===== src/rtl/tone_pkg.sv =====
package tone_pkg;
	// ----------------------------------------
	// Register bit positions
	// ----------------------------------------
	localparam int unsigned CTL_FIRST_TONE_OUT = 0;
	localparam int unsigned CTL_FIRST_PROGRESS = 1;
	localparam int unsigned CTL_FIRST_IRQ_EN = 2;
	localparam int unsigned CTL_FIRST_STEER = 3;
	localparam int unsigned CTL_SECOND_BURST_OFF = 0;
	localparam int unsigned CTL_SECOND_RX_DOWN = 1;
	localparam int unsigned CTL_SECOND_SINGLE = 2;
	localparam int unsigned CTL_SECOND_COLUMN = 3;
	localparam int unsigned STAT_IRQ = 0;
	localparam int unsigned STAT_TX_EMPTY = 1;
	localparam int unsigned STAT_RX_FULL = 2;
	localparam int unsigned STAT_DELAYED_STEER = 3;

	// ----------------------------------------
	// Reset values
	// ----------------------------------------
	localparam logic [3:0] CTL_FIRST_RESET = 4'h0;
	// Burst disabled until software selects it
	localparam logic [3:0] CTL_SECOND_RESET = 4'h1;
	localparam logic [3:0] STATUS_RESET = 4'h0;

	// ----------------------------------------
	// Burst timing
	// ----------------------------------------
	localparam longint unsigned CLK_HZ = 125000000;
	localparam longint unsigned BURST_US = 50000;
	localparam longint unsigned BURST_CYCLES = (BURST_US * CLK_HZ) / 1000000;
	localparam int unsigned COUNT_W = 24;
endpackage


===== src/rtl/burst_if.sv =====
`timescale 1ns/1ns
interface burst_if;
	logic start;
	logic abort;
	logic extended;
	logic tone_on;
	logic done;
	logic busy;
	modport ctrl (output start, output abort, output extended,
		input tone_on, input done, input busy);
	modport timer (input start, input abort, input extended,
		output tone_on, output done, output busy);
endinterface


===== src/rtl/burst_timer.sv =====
`timescale 1ns/1ns
module burst_timer #(
	parameter logic [23:0] BURST_LEN = 24'(tone_pkg::BURST_CYCLES)
) (
	input wire logic clk_sys,
	input wire logic rst_n,
	burst_if.timer bus
);
	typedef enum logic [2:0] {
		IDLE = 3'b001,
		TONE = 3'b010,
		PAUSE = 3'b100
	} phase_e;

	phase_e phase_q, phase_d;
	logic [tone_pkg::COUNT_W-1:0] count_q, count_d;
	logic [tone_pkg::COUNT_W-1:0] limit;
	logic done_q, done_d;

	// ----------------------------------------
	// Tone then equal pause, doubled when extended
	// ----------------------------------------
	always_comb begin
		limit = bus.extended ? (BURST_LEN << 1) : BURST_LEN;
		phase_d = phase_q;
		count_d = count_q;
		done_d = 1'b0;
		unique case (phase_q)
			IDLE: begin
				if (bus.start) begin
					phase_d = TONE;
					count_d = '0;
				end
			end
			TONE: begin
				count_d = count_q + 1'b1;
				if (count_q == limit - 1'b1) begin
					phase_d = PAUSE;
					count_d = '0;
				end
			end
			PAUSE: begin
				count_d = count_q + 1'b1;
				if (count_q == limit - 1'b1) begin
					phase_d = IDLE;
					done_d = 1'b1;
				end
			end
		endcase
		// Abort beats everything, pause done never reported
		if (bus.abort) begin
			phase_d = IDLE;
			done_d = 1'b0;
		end
	end

	always_ff @(posedge clk_sys) begin
		if (!rst_n) begin
			phase_q <= IDLE;
			count_q <= '0;
			done_q <= 1'b0;
		end else begin
			phase_q <= phase_d;
			count_q <= count_d;
			done_q <= done_d;
		end
	end

	assign bus.tone_on = (phase_q == TONE);
	assign bus.done = done_q;
	assign bus.busy = (phase_q != IDLE);
endmodule // burst_timer


===== src/rtl/tone_transceiver_ctrl_status.sv =====
`timescale 1ns/1ns
module tone_transceiver_ctrl_status #(
	// Tone and pause length in clock cycles each when not extended
	parameter logic [23:0] BURST_LEN = 24'(tone_pkg::BURST_CYCLES)
) (
	input wire logic clk_sys,
	input wire logic rst_n,
	input wire logic cs_n,
	input wire logic wr_n,
	input wire logic rd_n,
	input wire logic register_select_line,
	input wire logic [3:0] data_in,
	output logic [3:0] data_out,
	output logic data_oe,
	input wire logic rx_digit_valid,
	input wire logic [3:0] rx_digit,
	input wire logic tone_absent,
	input wire logic tone_present,
	input wire logic progress_square,
	output logic [3:0] tx_digit,
	output logic tone_drive,
	output logic tone_output_enable,
	output logic single_tone,
	output logic column_tone,
	output logic receiver_power_down,
	output logic call_progress_select,
	output logic osc_power_down,
	output logic interrupt_or_progress_pin_o,
	output logic interrupt_or_progress_pin_oe
);
	// ----------------------------------------
	// Pin synchronisers
	// ----------------------------------------
	logic [4:0] s1_q, s2_q, s1_d, s2_d;
	logic [3:0] rxd1_q, rxd2_q, din1_q, din2_q;
	logic [3:0] rxd1_d, rxd2_d, din1_d, din2_d;
	logic rs1_q, rs2_q, rs1_d, rs2_d;
	logic [1:0] sel1_q, sel2_q, sel1_d, sel2_d;
	logic cs_s, wr_s, rd_s;

	// Pins are asynchronous; two stages before any use
	always_comb begin
		s1_d = {cs_n, wr_n, rd_n, rx_digit_valid, tone_absent};
		s2_d = s1_q;
		sel1_d = {tone_present, progress_square};
		sel2_d = sel1_q;
		rxd1_d = rx_digit;
		rxd2_d = rxd1_q;
		din1_d = data_in;
		din2_d = din1_q;
		rs1_d = register_select_line;
		rs2_d = rs1_q;
	end

	always_ff @(posedge clk_sys) begin
		if (!rst_n) begin
			s1_q <= 5'h1c;
			s2_q <= 5'h1c;
			sel1_q <= 2'h0;
			sel2_q <= 2'h0;
			rxd1_q <= 4'h0;
			rxd2_q <= 4'h0;
			din1_q <= 4'h0;
			din2_q <= 4'h0;
			rs1_q <= 1'b0;
			rs2_q <= 1'b0;
		end else begin
			s1_q <= s1_d;
			s2_q <= s2_d;
			sel1_q <= sel1_d;
			sel2_q <= sel2_d;
			rxd1_q <= rxd1_d;
			rxd2_q <= rxd2_d;
			din1_q <= din1_d;
			din2_q <= din2_d;
			rs1_q <= rs1_d;
			rs2_q <= rs2_d;
		end
	end

	assign cs_s = ~s2_q[4];
	assign wr_s = ~s2_q[3];
	assign rd_s = ~s2_q[2];

	// ----------------------------------------
	// Access decode: one access per select
	// ----------------------------------------
	logic done_q, done_d;
	logic wr_go, rd_go, rxv_prev_q, rxv_prev_d, rxv_rise;

	// Only the first strobe after chip select counts
	always_comb begin
		wr_go = cs_s && wr_s && !done_q;
		rd_go = cs_s && rd_s && !done_q;
		done_d = cs_s ? (done_q | wr_s | rd_s) : 1'b0;
		rxv_prev_d = s2_q[1];
		rxv_rise = s2_q[1] && !rxv_prev_q;
	end

	always_ff @(posedge clk_sys) begin
		if (!rst_n) begin
			done_q <= 1'b0;
			rxv_prev_q <= 1'b0;
		end else begin
			done_q <= done_d;
			rxv_prev_q <= rxv_prev_d;
		end
	end

	// ----------------------------------------
	// Control, data and status registers
	// ----------------------------------------
	logic [3:0] first_q, first_d, second_q, second_d, status_q, status_d;
	logic [3:0] txd_q, txd_d, rxd_q, rxd_d, dout_q, dout_d;
	logic steer_q, steer_d, doe_q, doe_d, burst_mode;
	burst_if bt();

	burst_timer #(
		.BURST_LEN(BURST_LEN)
	) u_timer (
		.clk_sys(clk_sys),
		.rst_n(rst_n),
		.bus(bt)
	);

	assign burst_mode = !second_q[tone_pkg::CTL_SECOND_BURST_OFF];

	always_comb begin
		first_d = first_q;
		second_d = second_q;
		steer_d = steer_q;
		txd_d = txd_q;
		rxd_d = rxd_q;
		status_d = status_q;
		dout_d = dout_q;
		doe_d = cs_s && rd_s;
		if (wr_go && rs2_q) begin
			if (steer_q) begin
				second_d = din2_q;
				steer_d = 1'b0;
			end else begin
				first_d = din2_q;
				steer_d = din2_q[tone_pkg::CTL_FIRST_STEER];
			end
		end
		if (wr_go && !rs2_q)
			txd_d = din2_q;
		if (rd_go) begin
			dout_d = rs2_q ? status_q : rxd_q;
			if (rs2_q) begin
				status_d[tone_pkg::STAT_IRQ] = 1'b0;
				status_d[tone_pkg::STAT_TX_EMPTY] = 1'b0;
				status_d[tone_pkg::STAT_RX_FULL] = 1'b0;
			end
		end
		if (rxv_rise) begin
			rxd_d = rxd2_q;
			status_d[tone_pkg::STAT_RX_FULL] = 1'b1;
		end
		if (bt.done)
			status_d[tone_pkg::STAT_TX_EMPTY] = 1'b1;
		if (!burst_mode)
			status_d[tone_pkg::STAT_TX_EMPTY] = 1'b0;
		if (s2_q[0])
			status_d[tone_pkg::STAT_DELAYED_STEER] = 1'b1;
		else if (sel2_q[1])
			status_d[tone_pkg::STAT_DELAYED_STEER] = 1'b0;
		if (status_d[tone_pkg::STAT_TX_EMPTY] || status_d[tone_pkg::STAT_RX_FULL])
			status_d[tone_pkg::STAT_IRQ] = 1'b1;
		if (!first_d[tone_pkg::CTL_FIRST_TONE_OUT])
			txd_d = 4'h0;
	end

	always_ff @(posedge clk_sys) begin
		if (!rst_n) begin
			first_q <= tone_pkg::CTL_FIRST_RESET;
			second_q <= tone_pkg::CTL_SECOND_RESET;
			status_q <= tone_pkg::STATUS_RESET;
			steer_q <= 1'b0;
			txd_q <= 4'h0;
			rxd_q <= 4'h0;
			dout_q <= 4'h0;
			doe_q <= 1'b0;
		end else begin
			first_q <= first_d;
			second_q <= second_d;
			status_q <= status_d;
			steer_q <= steer_d;
			txd_q <= txd_d;
			rxd_q <= rxd_d;
			dout_q <= dout_d;
			doe_q <= doe_d;
		end
	end

	// ----------------------------------------
	// Burst timer hookup
	// ----------------------------------------
	// digit write starts burst
	// counters on system clock
	// A digit written mid-burst does not restart the timer
	assign bt.start = wr_go && !rs2_q && burst_mode && !bt.busy
		&& first_q[tone_pkg::CTL_FIRST_TONE_OUT];
	assign bt.abort = !burst_mode || !first_q[tone_pkg::CTL_FIRST_TONE_OUT];
	assign bt.extended = first_q[tone_pkg::CTL_FIRST_PROGRESS];

	// ----------------------------------------
	// Output registers
	// ----------------------------------------
	logic [11:0] outs_q, outs_d;
	logic irq_low;

	always_comb begin
		if (first_q[tone_pkg::CTL_FIRST_PROGRESS])
			irq_low = first_q[tone_pkg::CTL_FIRST_IRQ_EN] && !sel2_q[0];
		else
			irq_low = first_q[tone_pkg::CTL_FIRST_IRQ_EN] && status_q[tone_pkg::STAT_IRQ];
		outs_d[3:0] = txd_q;
		outs_d[4] = burst_mode ? bt.tone_on : first_q[tone_pkg::CTL_FIRST_TONE_OUT];
		outs_d[5] = first_q[tone_pkg::CTL_FIRST_TONE_OUT];
		outs_d[6] = second_q[tone_pkg::CTL_SECOND_SINGLE];
		outs_d[7] = second_q[tone_pkg::CTL_SECOND_SINGLE] && second_q[tone_pkg::CTL_SECOND_COLUMN];
		outs_d[8] = second_q[tone_pkg::CTL_SECOND_RX_DOWN];
		outs_d[9] = first_q[tone_pkg::CTL_FIRST_PROGRESS];
		outs_d[10] = !first_q[tone_pkg::CTL_FIRST_TONE_OUT] && second_q[tone_pkg::CTL_SECOND_RX_DOWN];
		outs_d[11] = irq_low;
	end

	always_ff @(posedge clk_sys) begin
		if (!rst_n)
			outs_q <= 12'h400;
		else
			outs_q <= outs_d;
	end

	assign data_out = dout_q;
	assign data_oe = doe_q;
	assign tx_digit = outs_q[3:0];
	assign tone_drive = outs_q[4];
	assign tone_output_enable = outs_q[5];
	assign single_tone = outs_q[6];
	assign column_tone = outs_q[7];
	assign receiver_power_down = outs_q[8];
	assign call_progress_select = outs_q[9];
	assign osc_power_down = outs_q[10];
	// Open drain: only ever pulls low
	assign interrupt_or_progress_pin_o = 1'b0;
	assign interrupt_or_progress_pin_oe = outs_q[11];
endmodule // tone_transceiver_ctrl_status

===== config.mk =====
export PLATFORM = sky130hd
export DESIGN_NAME = tone_transceiver_ctrl_status
export DESIGN_NICKNAME = d
export VERILOG_FILES = /design/src/rtl/tone_pkg.sv /design/src/rtl/burst_if.sv /design/src/rtl/burst_timer.sv /design/src/rtl/tone_transceiver_ctrl_status.sv
export SDC_FILE = /design/constraint.sdc
export NUM_CORES = 1
export LEC_CHECK = 0
export ABC_CLOCK_PERIOD_IN_PS = 2200
export BUFFER_PORTS_ARGS = -buffer_cell sky130_fd_sc_hd__buf_2
export CAP_MARGIN = 20
export CORE_MARGIN = 2
export CORE_UTILIZATION = 58
export DETAILED_ROUTE_END_ITERATION = 8
export HOLD_SLACK_MARGIN = 0.1
export PLACE_DENSITY_LB_ADDON = 0.12
export SLEW_MARGIN = 30
export SYNTH_ARGS = -nofsm -noshare
export SYNTH_HDL_FRONTEND = slang
export SYNTH_SLANG_ARGS = --single-unit

===== constraint.sdc =====
create_clock -name clk_sys -period 2.2 [get_ports clk_sys]
set_input_delay 0 -clock clk_sys [delete_from_list [all_inputs] [get_ports clk_sys]]
set_output_delay 0 -clock clk_sys [all_outputs]
set_load 0.05 [all_outputs]

# ---- Word-level counts from Yosys, hierarchy flattened
# Cells that the tools add are included.
dict set report op_classes {
  add_sub_neg 2
  multipliers 0
  div_mod_pow 0
  magnitude_cmp 0
  eq_ne 8
  n_shift 0
  muxes 23
  n_bitwise 8
  reduce_logical 34
}
# cell count
set op_table {}
lappend op_table {{two-way mux 24 bit} 3}
lappend op_table {{case mux 24 bit (3 select lines)} 1}
lappend op_table {{adder 24 x 1 -> 24 bit, second input constant} 1}
lappend op_table {{== test 24 bit} 1}
lappend op_table {{subtractor 24 x 1 -> 24 bit, second input constant} 1}
lappend op_table {{two-way mux 3 bit} 5}
lappend op_table {{logical AND 1 bit} 14}
lappend op_table {{two-way mux 1 bit} 12}
lappend op_table {{case mux 3 bit (3 select lines)} 1}
lappend op_table {{AND reduction 2 bit} 4}
lappend op_table {{zero test 1 bit} 7}
lappend op_table {{inverter 1 bit} 6}
lappend op_table {{nonzero test 2 bit} 3}
lappend op_table {{two-way mux 4 bit} 1}
lappend op_table {{!= test 2 x 1 -> 1 bit, second input constant} 2}
lappend op_table {{OR reduction 2 bit} 2}
lappend op_table {{== test 3 x 1 -> 1 bit, second input constant} 1}
lappend op_table {{== test 3 x 2 -> 1 bit, second input constant} 1}
lappend op_table {{== test 3 bit, second input constant} 1}
lappend op_table {{!= test 3 x 1 -> 1 bit, second input constant} 1}
lappend op_table {{AND reduction 3 bit} 1}
lappend op_table {{OR reduction 3 bit} 1}
lappend op_table {{logical OR 1 bit} 2}
lappend op_table {{!= test 2 bit, second input constant} 1}
lappend op_table {{bitwise OR 1 bit} 2}
dict set report word_totals {
  register_bits 99
  latchBits 0
  ramBits 0
  rom_bits 0
  input_bits 18
  out_inout_bits 18
  wordCells 102
  n_memories 0
}

# ---- Longest topological paths before layout
# Gate-level depths: netlist (run 1).
dict set report depth {
  ltp_word 9
  mapped_depth 7
  ltp_nobuf 6
}

# ---- Hierarchy
# From an unflattened synthesis (run 1), not the netlist that was laid out.
dict set report hier_totals {
  hier_cells 379
  area_unflattened_um2 3723.6
}
# mod instances cells_each area_per_inst_um2 seq_area_each_um2
set modules_own_cells {}
lappend modules_own_cells {tone_transceiver_ctrl_status 1 214 2299.7 1421.4}
lappend modules_own_cells {burst_timer 1 165 1423.9 560.5}

# ---- Worst setup path before layout (run 1)
# OpenSTA, ideal clock, no wires.
dict set report synth_timing {
  path_kind {reg-to-reg}
  from {reg u_timer.count_q[5] (netlist bit)}
  to {reg u_timer.count_q[20] (netlist bit)}
  arrival_ps 1951
  required_time_ps 2085
  slack_ps 135
  path_stages_with_launch 7
  path_buffers 1
  path_cell_list {dfxtp_1 -> or4_1 -> or4_4 -> nor3_4 -> o21a_4 -> buf_6 -> nor2_1}
}
dict set report synth_between {
  elab_chain_cells 3
  elab_cells_between_ends 4
  classes_between {add/sub (1); eq/ne (1); mux (2)}
}
# element line_no
set synth_lines {}
lappend synth_lines {{from (decl)} burst_timer.sv:16} ;# logic [tone_pkg::COUNT_W-1:0] count_q, count_d;
lappend synth_lines {{from (signal assigned)} burst_timer.sv:64} ;# count_q <= count_d;
lappend synth_lines {{adder 24 x 1 -> 24 bit / == test 24 bit (equally long branches)} {burst_timer.sv:36, burst_timer.sv:43, burst_timer.sv:37}}
lappend synth_lines {{two-way mux 24 bit} burst_timer.sv:37} ;# if (count_q == limit - 1'b1) begin
lappend synth_lines {{case mux 24 bit (3 select lines) *} burst_timer.sv:28} ;# unique case (phase_q)
# Mark *: on every way between the ends. The rest lies on a longest branch, timed or not.
# A chain may end at the register's enable or synchronous reset.

# ---- Final worst setup path (run 1)
dict set report layout_timing {
  from {reg u_timer.count_q[5] (netlist bit)}
  to {reg u_timer.phase_q[2]}
}
dict set report layout_between {
  elab_chain_cells 3
  elab_cells_between_ends 4
  classes_between {eq/ne (3); reduce/logical (1)}
}
# element line_no
set layout_lines {}
lappend layout_lines {{== test 24 bit *} {burst_timer.sv:37, burst_timer.sv:44}}
lappend layout_lines {{!= test 2 x 1 -> 1 bit (no source line)} --}
lappend layout_lines {{AND reduction 3 bit (no source line) *} --}
lappend layout_lines {{to (signal assigned)} burst_timer.sv:63} ;# phase_q <= phase_d;
lappend layout_lines {{to (decl)} burst_timer.sv:15} ;# phase_e phase_q, phase_d;
# Marks and branches as above.

==> impl_results.md, run 1 <==
* Status: finished, final reports clean
* Leakage dissipation at about 1.7 nW
* WL/cell at 13.36 um
* Hold endpoint: s1_q[3]
* Fmax at ~0.48 GHz
* Hold Crit Start: wr_n
* Post-synth EDFFs at 0
* TNS Setup at 0 ns
* CTS buffer count at 9
* Bufs and invs on worst path at 1
* # H-tree levels at 3
* Synth cell count leaders: dfxtp_1, and2_1, nor2_1
* Crit-path max FO at 4
* Row cnt at 29
* Layout cell share with drive strength beyond 1 at ~19%
* R2r startpoint: u_timer.count_q[5]
* GP Congestion at between 0.8 and 0.9
* # IOs at 36
* PD cells at between 600 and 700 nW/um^2
* CTS tree: yes
* Worst setup EP type: flop
* Max Cap Viol at 0
* Final slew viol count at 0
* Adder-cell share of the synthesized area at less than 1%
* Chip Height at between 80 and 90 um
* Data required, critical path at roughly 2.5 ns
* Largest net degree at the start of global routing at 66
* RSZ-0062 raised after global routing: no
* CP top delay family: simple AND/OR/NAND/NOR gates
* Die W at 84.05 um
* Worst Reg-to-Reg Cells at 6
* # DRC at 0
* HP Class: primary input to flop
* Die area at a little over 7000 um^2
* Crit share post-route at between 90% and 100%
* Worst hold stages at 3
* Avg Cell Area, Syn at 10.10 um^2
* CP Launch Type: flop
* Clock root buffer: clkbuf_8
* Vias in the first global route at around 2,500
* Port bufs at 34
* Pre-CTS setup slack at between 0.015 and 0.02 ns
* Synth Area in Simple Gates at approximately 28%
* Final net count at 451
* Fraction of synthesis flops using an asynchronous set or reset pin at 0%
* Clock sink count at 99
* CP max stage cell: or4_4
* Mapped Cells at approximately 370
* First-pass GRT wire length at roughly 11,000 um
* Total congestion overflow at 0
* Synth top area cells: dfxtp_1, and2_1, xnor2_1, mux2i_1, nor2_1
* Drt initial violations at approximately 100
* Cell mode on critical path: or4_4
* Core area at 6277 um^2
* Clock Latency Late Sink at roughly 0.36 ns
* Synth warnings at 0
* Area share of the largest cell type after synthesis at between 50 and 60%
* DR vias/cell at around 5.2
* Worst VDD drop at 600.2 uV
* Register area share after synthesis at a little over half
* Synth Net Count at about 390
* GRT Util Overall at between 10% and 20%
* Overall via count from detail_route at about 2,700
* Hpwl dp at around 4200 um
* Setup ws final at approximately 0.12 ns
* Slew of the pin with the lowest slew margin at between 0.5 and 0.6 ns
* Layout Cells excl Fill at 513
* Post-synth top area cell: dfxtp_1
* Layout area overhead at 19.02%
* Register-to-register setup slack at roughly 0.12 ns
* CTS clock-pin slew for the worst setup and hold paths at about 0.09 ns
* Cell depth of the worst setup path at 6
* CTS max path bufs at 2
* Synth Area in XOR/XNOR at under 10%
* Top_reg_cell synth: dfxtp_1
* Slew HR at between 60% and 70%
* Final min period at about 2.1 ns
* # setup viols final at 0
* Crit Path Class: flop to flop
* Most common cell in the netlist: dfxtp_1
* Largest family of logic cells by synthesized area: simple AND/OR/NAND/NOR gates
* DRT Wirelength at around 7000 um
* Crit path largest cell delay at about 0.53 ns
* Final Hold Fails at 0
* Initial Util at between 50% and 60%
* Cell variety after synth at 47
* Placed Instances at around 480
* Post-synthesis compound-gate area fraction at 5.017%
* FF+latch count, synth at slightly below 100
* RR Endpoint: u_timer.phase_q[2]
* Crit path cell chain: or4_4 -> or4_4 -> nor3_4 -> buf_6 -> mux2i_1 -> nor3b_2
* Mux cell area share after synthesis at around 5%
* Antenna-violating nets left at 0
* N_diodes at 0
* Area of the mapped netlist at 3716 um^2
* CP arrival at between 2 and 2.5 ns
* Antenna violations before repair at 0
* Clock skew at 0.01101 ns
* First drt pass iteration count at 4
[placed cells by master, fill, tap and decap left out, types with 4 or more instances in the layout]
cell type	count
a21oi_1	4
and2_1	37
buf_2	34
buf_4	14
clkbuf_8	9
dfxtp_1	98
dlygate4sd3_1	17
inv_1	5
mux2i_1	18
nand2_1	23
nand2b_1	10
nand3_1	8
nand4_1	6
nor2_1	36
nor2b_1	13
nor3_1	6
nor3b_1	4
nor4_1	12
nor4b_1	4
nor4bb_1	4
o211a_1	4
o21a_4	4
o21ai_0	5
xnor2_1	22
[sequential cells by signal (all words and copies together), names as in the netlist, 3 cells and up]
name,count
data_out,4
din1_q,4
din2_q,4
first_q,3
outs_q,12
rxd1_q,4
rxd2_q,4
rxd_q,4
s1_q,5
s2_q,5
second_q,4
status_q,4
txd_q,4
u_timer.count_q,24
u_timer.phase_q,3
[metal layers]
layer  global-route usage, %  vias to the layer above  part of all wire [%]  wire (um)
met2                   31.75                       76                    49       3328
li1                        -                     1378                     -          -
met3                   7.418                       11                   4.8        331
met5                       0                        -                     0          0
met1                   22.95                     1220                    45       3063
met4                   7.038                        0                   1.9        133
[cells by family (layout without fill, tap and decap cells)]
kind of cell,Yosys count,count (layout)
simple gates,179,179
flops,99,99
compound gates,25,28
xor+xnor,23,23
buf+inv,21,86
mux,19,19
fa+ha+maj,1,1
other cells,1,1
[metrics by stage]
stage          util (%)  hold WS, ns  power, mW  cell area [um^2]
5_1_grt           70.46       0.3350      3.164              4423
3_3_place_gp      63.68       0.1798      1.973              3998
3_5_place_dp      63.68       0.1830      1.976              3998
4_1_cts           69.28       0.3214      3.071              4349
6_report          70.46       0.3530      3.035              4423
2_1_floorplan         -       0.1015      1.950              3716
[area by class of cell]
| type | instances | area, um^2 |
|---|---|---|
| clock buffers | 9 | 123.9 |
| clock inverters | 6 | 57.56 |
| fillers | 463 | 1854 |
| inverters | 5 | 18.77 |
| multi-input cells | 251 | 1687 |
| flip-flops and latches | 99 | 1983 |
| well taps | 77 | 96.34 |
| repair buffers | 66 | 456.7 |
[power by group]
part           total, mW  switching (mW)  internal [mW]  leakage, nW
logic              0.125          0.0581         0.0673        0.799
registers           1.84          0.0140           1.82        0.806
clock network       1.07           0.638          0.433       0.0941
total               3.03           0.710           2.32         1.70
[worst register-to-register path: cells and delay by family (launching register included)]
family                 cells  cell delay [ns]
DFF                        1             0.35
buffers and inverters      1             0.14
and+or+nand+nor            4             1.34
muxes                      1             0.18
[how the worst max path moves through the flow]
stage | end | slack (ns) | startpoint
2_1_floorplan | u_timer.count_q[20] | 0.13 | u_timer.count_q[5]
3_3_place_gp | u_timer.count_q[1] | 0.05 | u_timer.count_q[5]
3_5_place_dp | u_timer.count_q[3] | 0.02 | u_timer.count_q[5]
4_1_cts | u_timer.count_q[2] | 0.0005 | u_timer.count_q[5]
5_1_grt | u_timer.count_q[16] | 0.01 | u_timer.phase_q[0]
6_report | u_timer.phase_q[2] | 0.12 | u_timer.count_q[5]
[what timing repair did]
action	4_1_cts	5_1_grt
hold buffers	17	0
setup buffers	0	2
setup endpoints to repair	0	25
gates resized for setup	0	7
hold endpoints to repair	17	0
(Power assumes the default switching activity.)
==> inputs of run 2 (changes only) <==
==> constraint.sdc (replaced) <==
create_clock -name clk_sys -period 2.2 [get_ports clk_sys]
set_input_delay 0.44 -clock clk_sys [delete_from_list [all_inputs] [get_ports clk_sys]]
set_output_delay 0.44 -clock clk_sys [all_outputs]
set_load 0.05 [all_outputs]
==> run 2 against run 1 <==
  * Sequential share of layout area increased by 1.7 points
  * Cell count decreased by 3.3%
  * Worst hold slack lost 0.10 ns
  * Maximum frequency rose by 1.0%
  * Cell area down 3.7%
  * Clock skew down 0.0024 ns
  * Clock-buffer cell count did not move
  * Critical path depth is the same
==> impl_results.md, run 2 (synthesis gave the netlist of run 1 again) <==
* Core area at 6277 um^2 (unchanged)
* Layout cell share with drive strength beyond 1 at 18.85% (+0.28 points)
* Row cnt at 29 (unchanged)
* DRT Wirelength at 6571 um (-4.2%)
* Chip Height at 84.05 um (unchanged)
* # DRC at 0 (unchanged)
* Largest register by flop count: u_timer.count_q
* Crit path largest cell delay at 0.54 ns (about the same)
* CP max stage cell: or4_1
* # H-tree levels at 3 (unchanged)
* Finished Core Util at 67.87% (-2.6 points)
* Slew of the pin with the lowest slew margin at 0.5476 ns (-0.04829 ns)
* Worst VDD drop at 456.9 uV (-24%)
* CTS tree: yes
* Final Hold Fails at 0 (unchanged)
* CTS clock-pin slew for the worst setup and hold paths at 0.10 ns (about the same)
* GP Congestion at 0.7981 (-9.6%)
* Max reg flops at 24 (unchanged)
* PD cells at 707.4 nW/um^2 (+3.1%)
* Die W at 84.05 um (unchanged)
* RSZ-0062 raised after global routing: no
* First drt pass iteration count at 4 (unchanged)
* Worst setup EP type: flop
* Clock skew at 0.008611 ns (-0.002402 ns)
* Crit path cell chain: or4_1 -> or4_4 -> nor3_4 -> buf_4 -> o21a_4 -> nor2_1
* # setup viols final at 0 (unchanged)
* Initial Util at 59.20% (unchanged)
* CTS buffer count at 9 (unchanged)
* Data required, critical path at 2.45 ns (-0.04 ns)
* CP Launch Type: flop
* Leakage dissipation at 1.638 nW (-3.6%)
* Total congestion overflow at 0 (unchanged)
* Final slew viol count at 0 (unchanged)
* DR vias/cell at 5.268 (+0.65%)
* Top flop regs: u_timer.count_q: 24 flops, outs_q: 12 flops
* Final net count at 434 (-3.8%)
* Bufs and invs on worst path at 1 (unchanged)
* N_diodes at 0 (unchanged)
* Commonest non-fill, non-tap cell in the layout: dfxtp_1
* CP arrival at 2.31 ns (-0.06 ns)
* Antenna violations before repair at 0 (unchanged)
* Max Cap Viol at 0 (unchanged)
* # IOs at 36 (unchanged)
* Vias in the first global route at 2,373 (-4.5%)
* Clock root buffer: clkbuf_8
* WL/cell at 13.25 um (-0.87%)
* Drt initial violations at 141 (+40%)
* Hold buffer count at CTS at 0 (-17)
* Largest net degree at the start of global routing at 36 (-45%)
* GRT Util Overall at 18.78% (-0.55 points)
* Antenna-violating nets left at 0 (unchanged)
* Fmax at 0.4859 GHz (+1.0%)
* Crit-path max FO at 6 (+2)
* Final min period at 2.058 ns (-0.02111 ns)
* Crit Path Class: flop to flop
* Most frequent cells in the layout: dfxtp_1, and2_1, nor2_1
* Crit share post-route at 93.55% (-0.96 points)
* CTS max path bufs at 2 (unchanged)
* Status: finished, final reports clean
* Layout area overhead at 14.65%
* Slew HR at 63.42% (+3.1 points)
* TNS Setup at 0 ns (unchanged)
* HP Class: primary input to flop
* CP top delay family: simple AND/OR/NAND/NOR gates
* Overall via count from detail_route at 2,613 (-2.7%)
* First-pass GRT wire length at 10,560 um (-3.0%)
* Die area at 7064 um^2 (unchanged)
* Port bufs at 34 (unchanged)
* Clock sink count at 99 (unchanged)
* Hpwl dp at 4210 um (about the same)
* Clock Latency Late Sink at 0.36 ns (about the same)
run 2: final timing paths:
kind	start	end	slack [ns]	cells past startpoint
setup / recovery	u_timer.count_q[5]	u_timer.count_q[9]	0.14	6
hold / removal	cs_n	s1_q[4]	0.25	2
setup reg to reg	u_timer.count_q[5]	u_timer.count_q[9]	0.14	6
hold reg to reg	s1_q[3]	s2_q[3]	0.41	1
run 2: per-stage QoR:
stage | setup slack [ns] | hold WS [ns] | cells | power, mW | area [um^2]
finish | 0.1419 | 0.2510 | 496 | 3.014 | 4260
global route | 0.04810 | 0.2321 | 496 | 3.136 | 4260
CTS | 0.006892 | 0.2376 | 491 | 3.040 | 4192
detailed placement | 0.03895 | 0.3909 | 476 | 1.977 | 4010
global placement | 0.07057 | 0.3891 | 476 | 1.974 | 4010
floorplan | 0.1345 | 0.3863 | 368 | 1.950 | 3716
run 2: area by class of cell:
type	count	area, um^2
tap	77	96.34
sequential	99	1982
clock inverter	6	57.56
inverter	5	18.77
multi-input combinational	251	1683
fill	488	2017
clock buffer	9	123.9
timing repair buffer	49	299.0
run 2: worst register-to-register path, cell delays in order (launching register included):
cell,delay (ns)
dfxtp_1,0.32
or4_1,0.54
or4_4,0.45
nor3_4,0.23
buf_4,0.18
o21a_4,0.19
nor2_1,0.06
run 2: where the power goes:
part / switching, mW / internal [mW] / total, mW / leakage, nW
sequential: 0.0142 / 1.82 / 1.84 / 0.806
clock: 0.639 / 0.433 / 1.07 / 0.0941
combinational: 0.0541 / 0.0487 / 0.103 / 0.738
total: 0.707 / 2.31 / 3.01 / 1.64
run 2: per-layer routing:
layer	routed length [um]	GRT usage (%)
met2	3151	30.95
met3	304	5.045
met1	2992	22.82
met4	123	8.651
met5	0	0
run 2: timing repair:
item	CTS	global route
buffers inserted	0	2
setup endpoints to repair	0	24
resized for setup	0	5
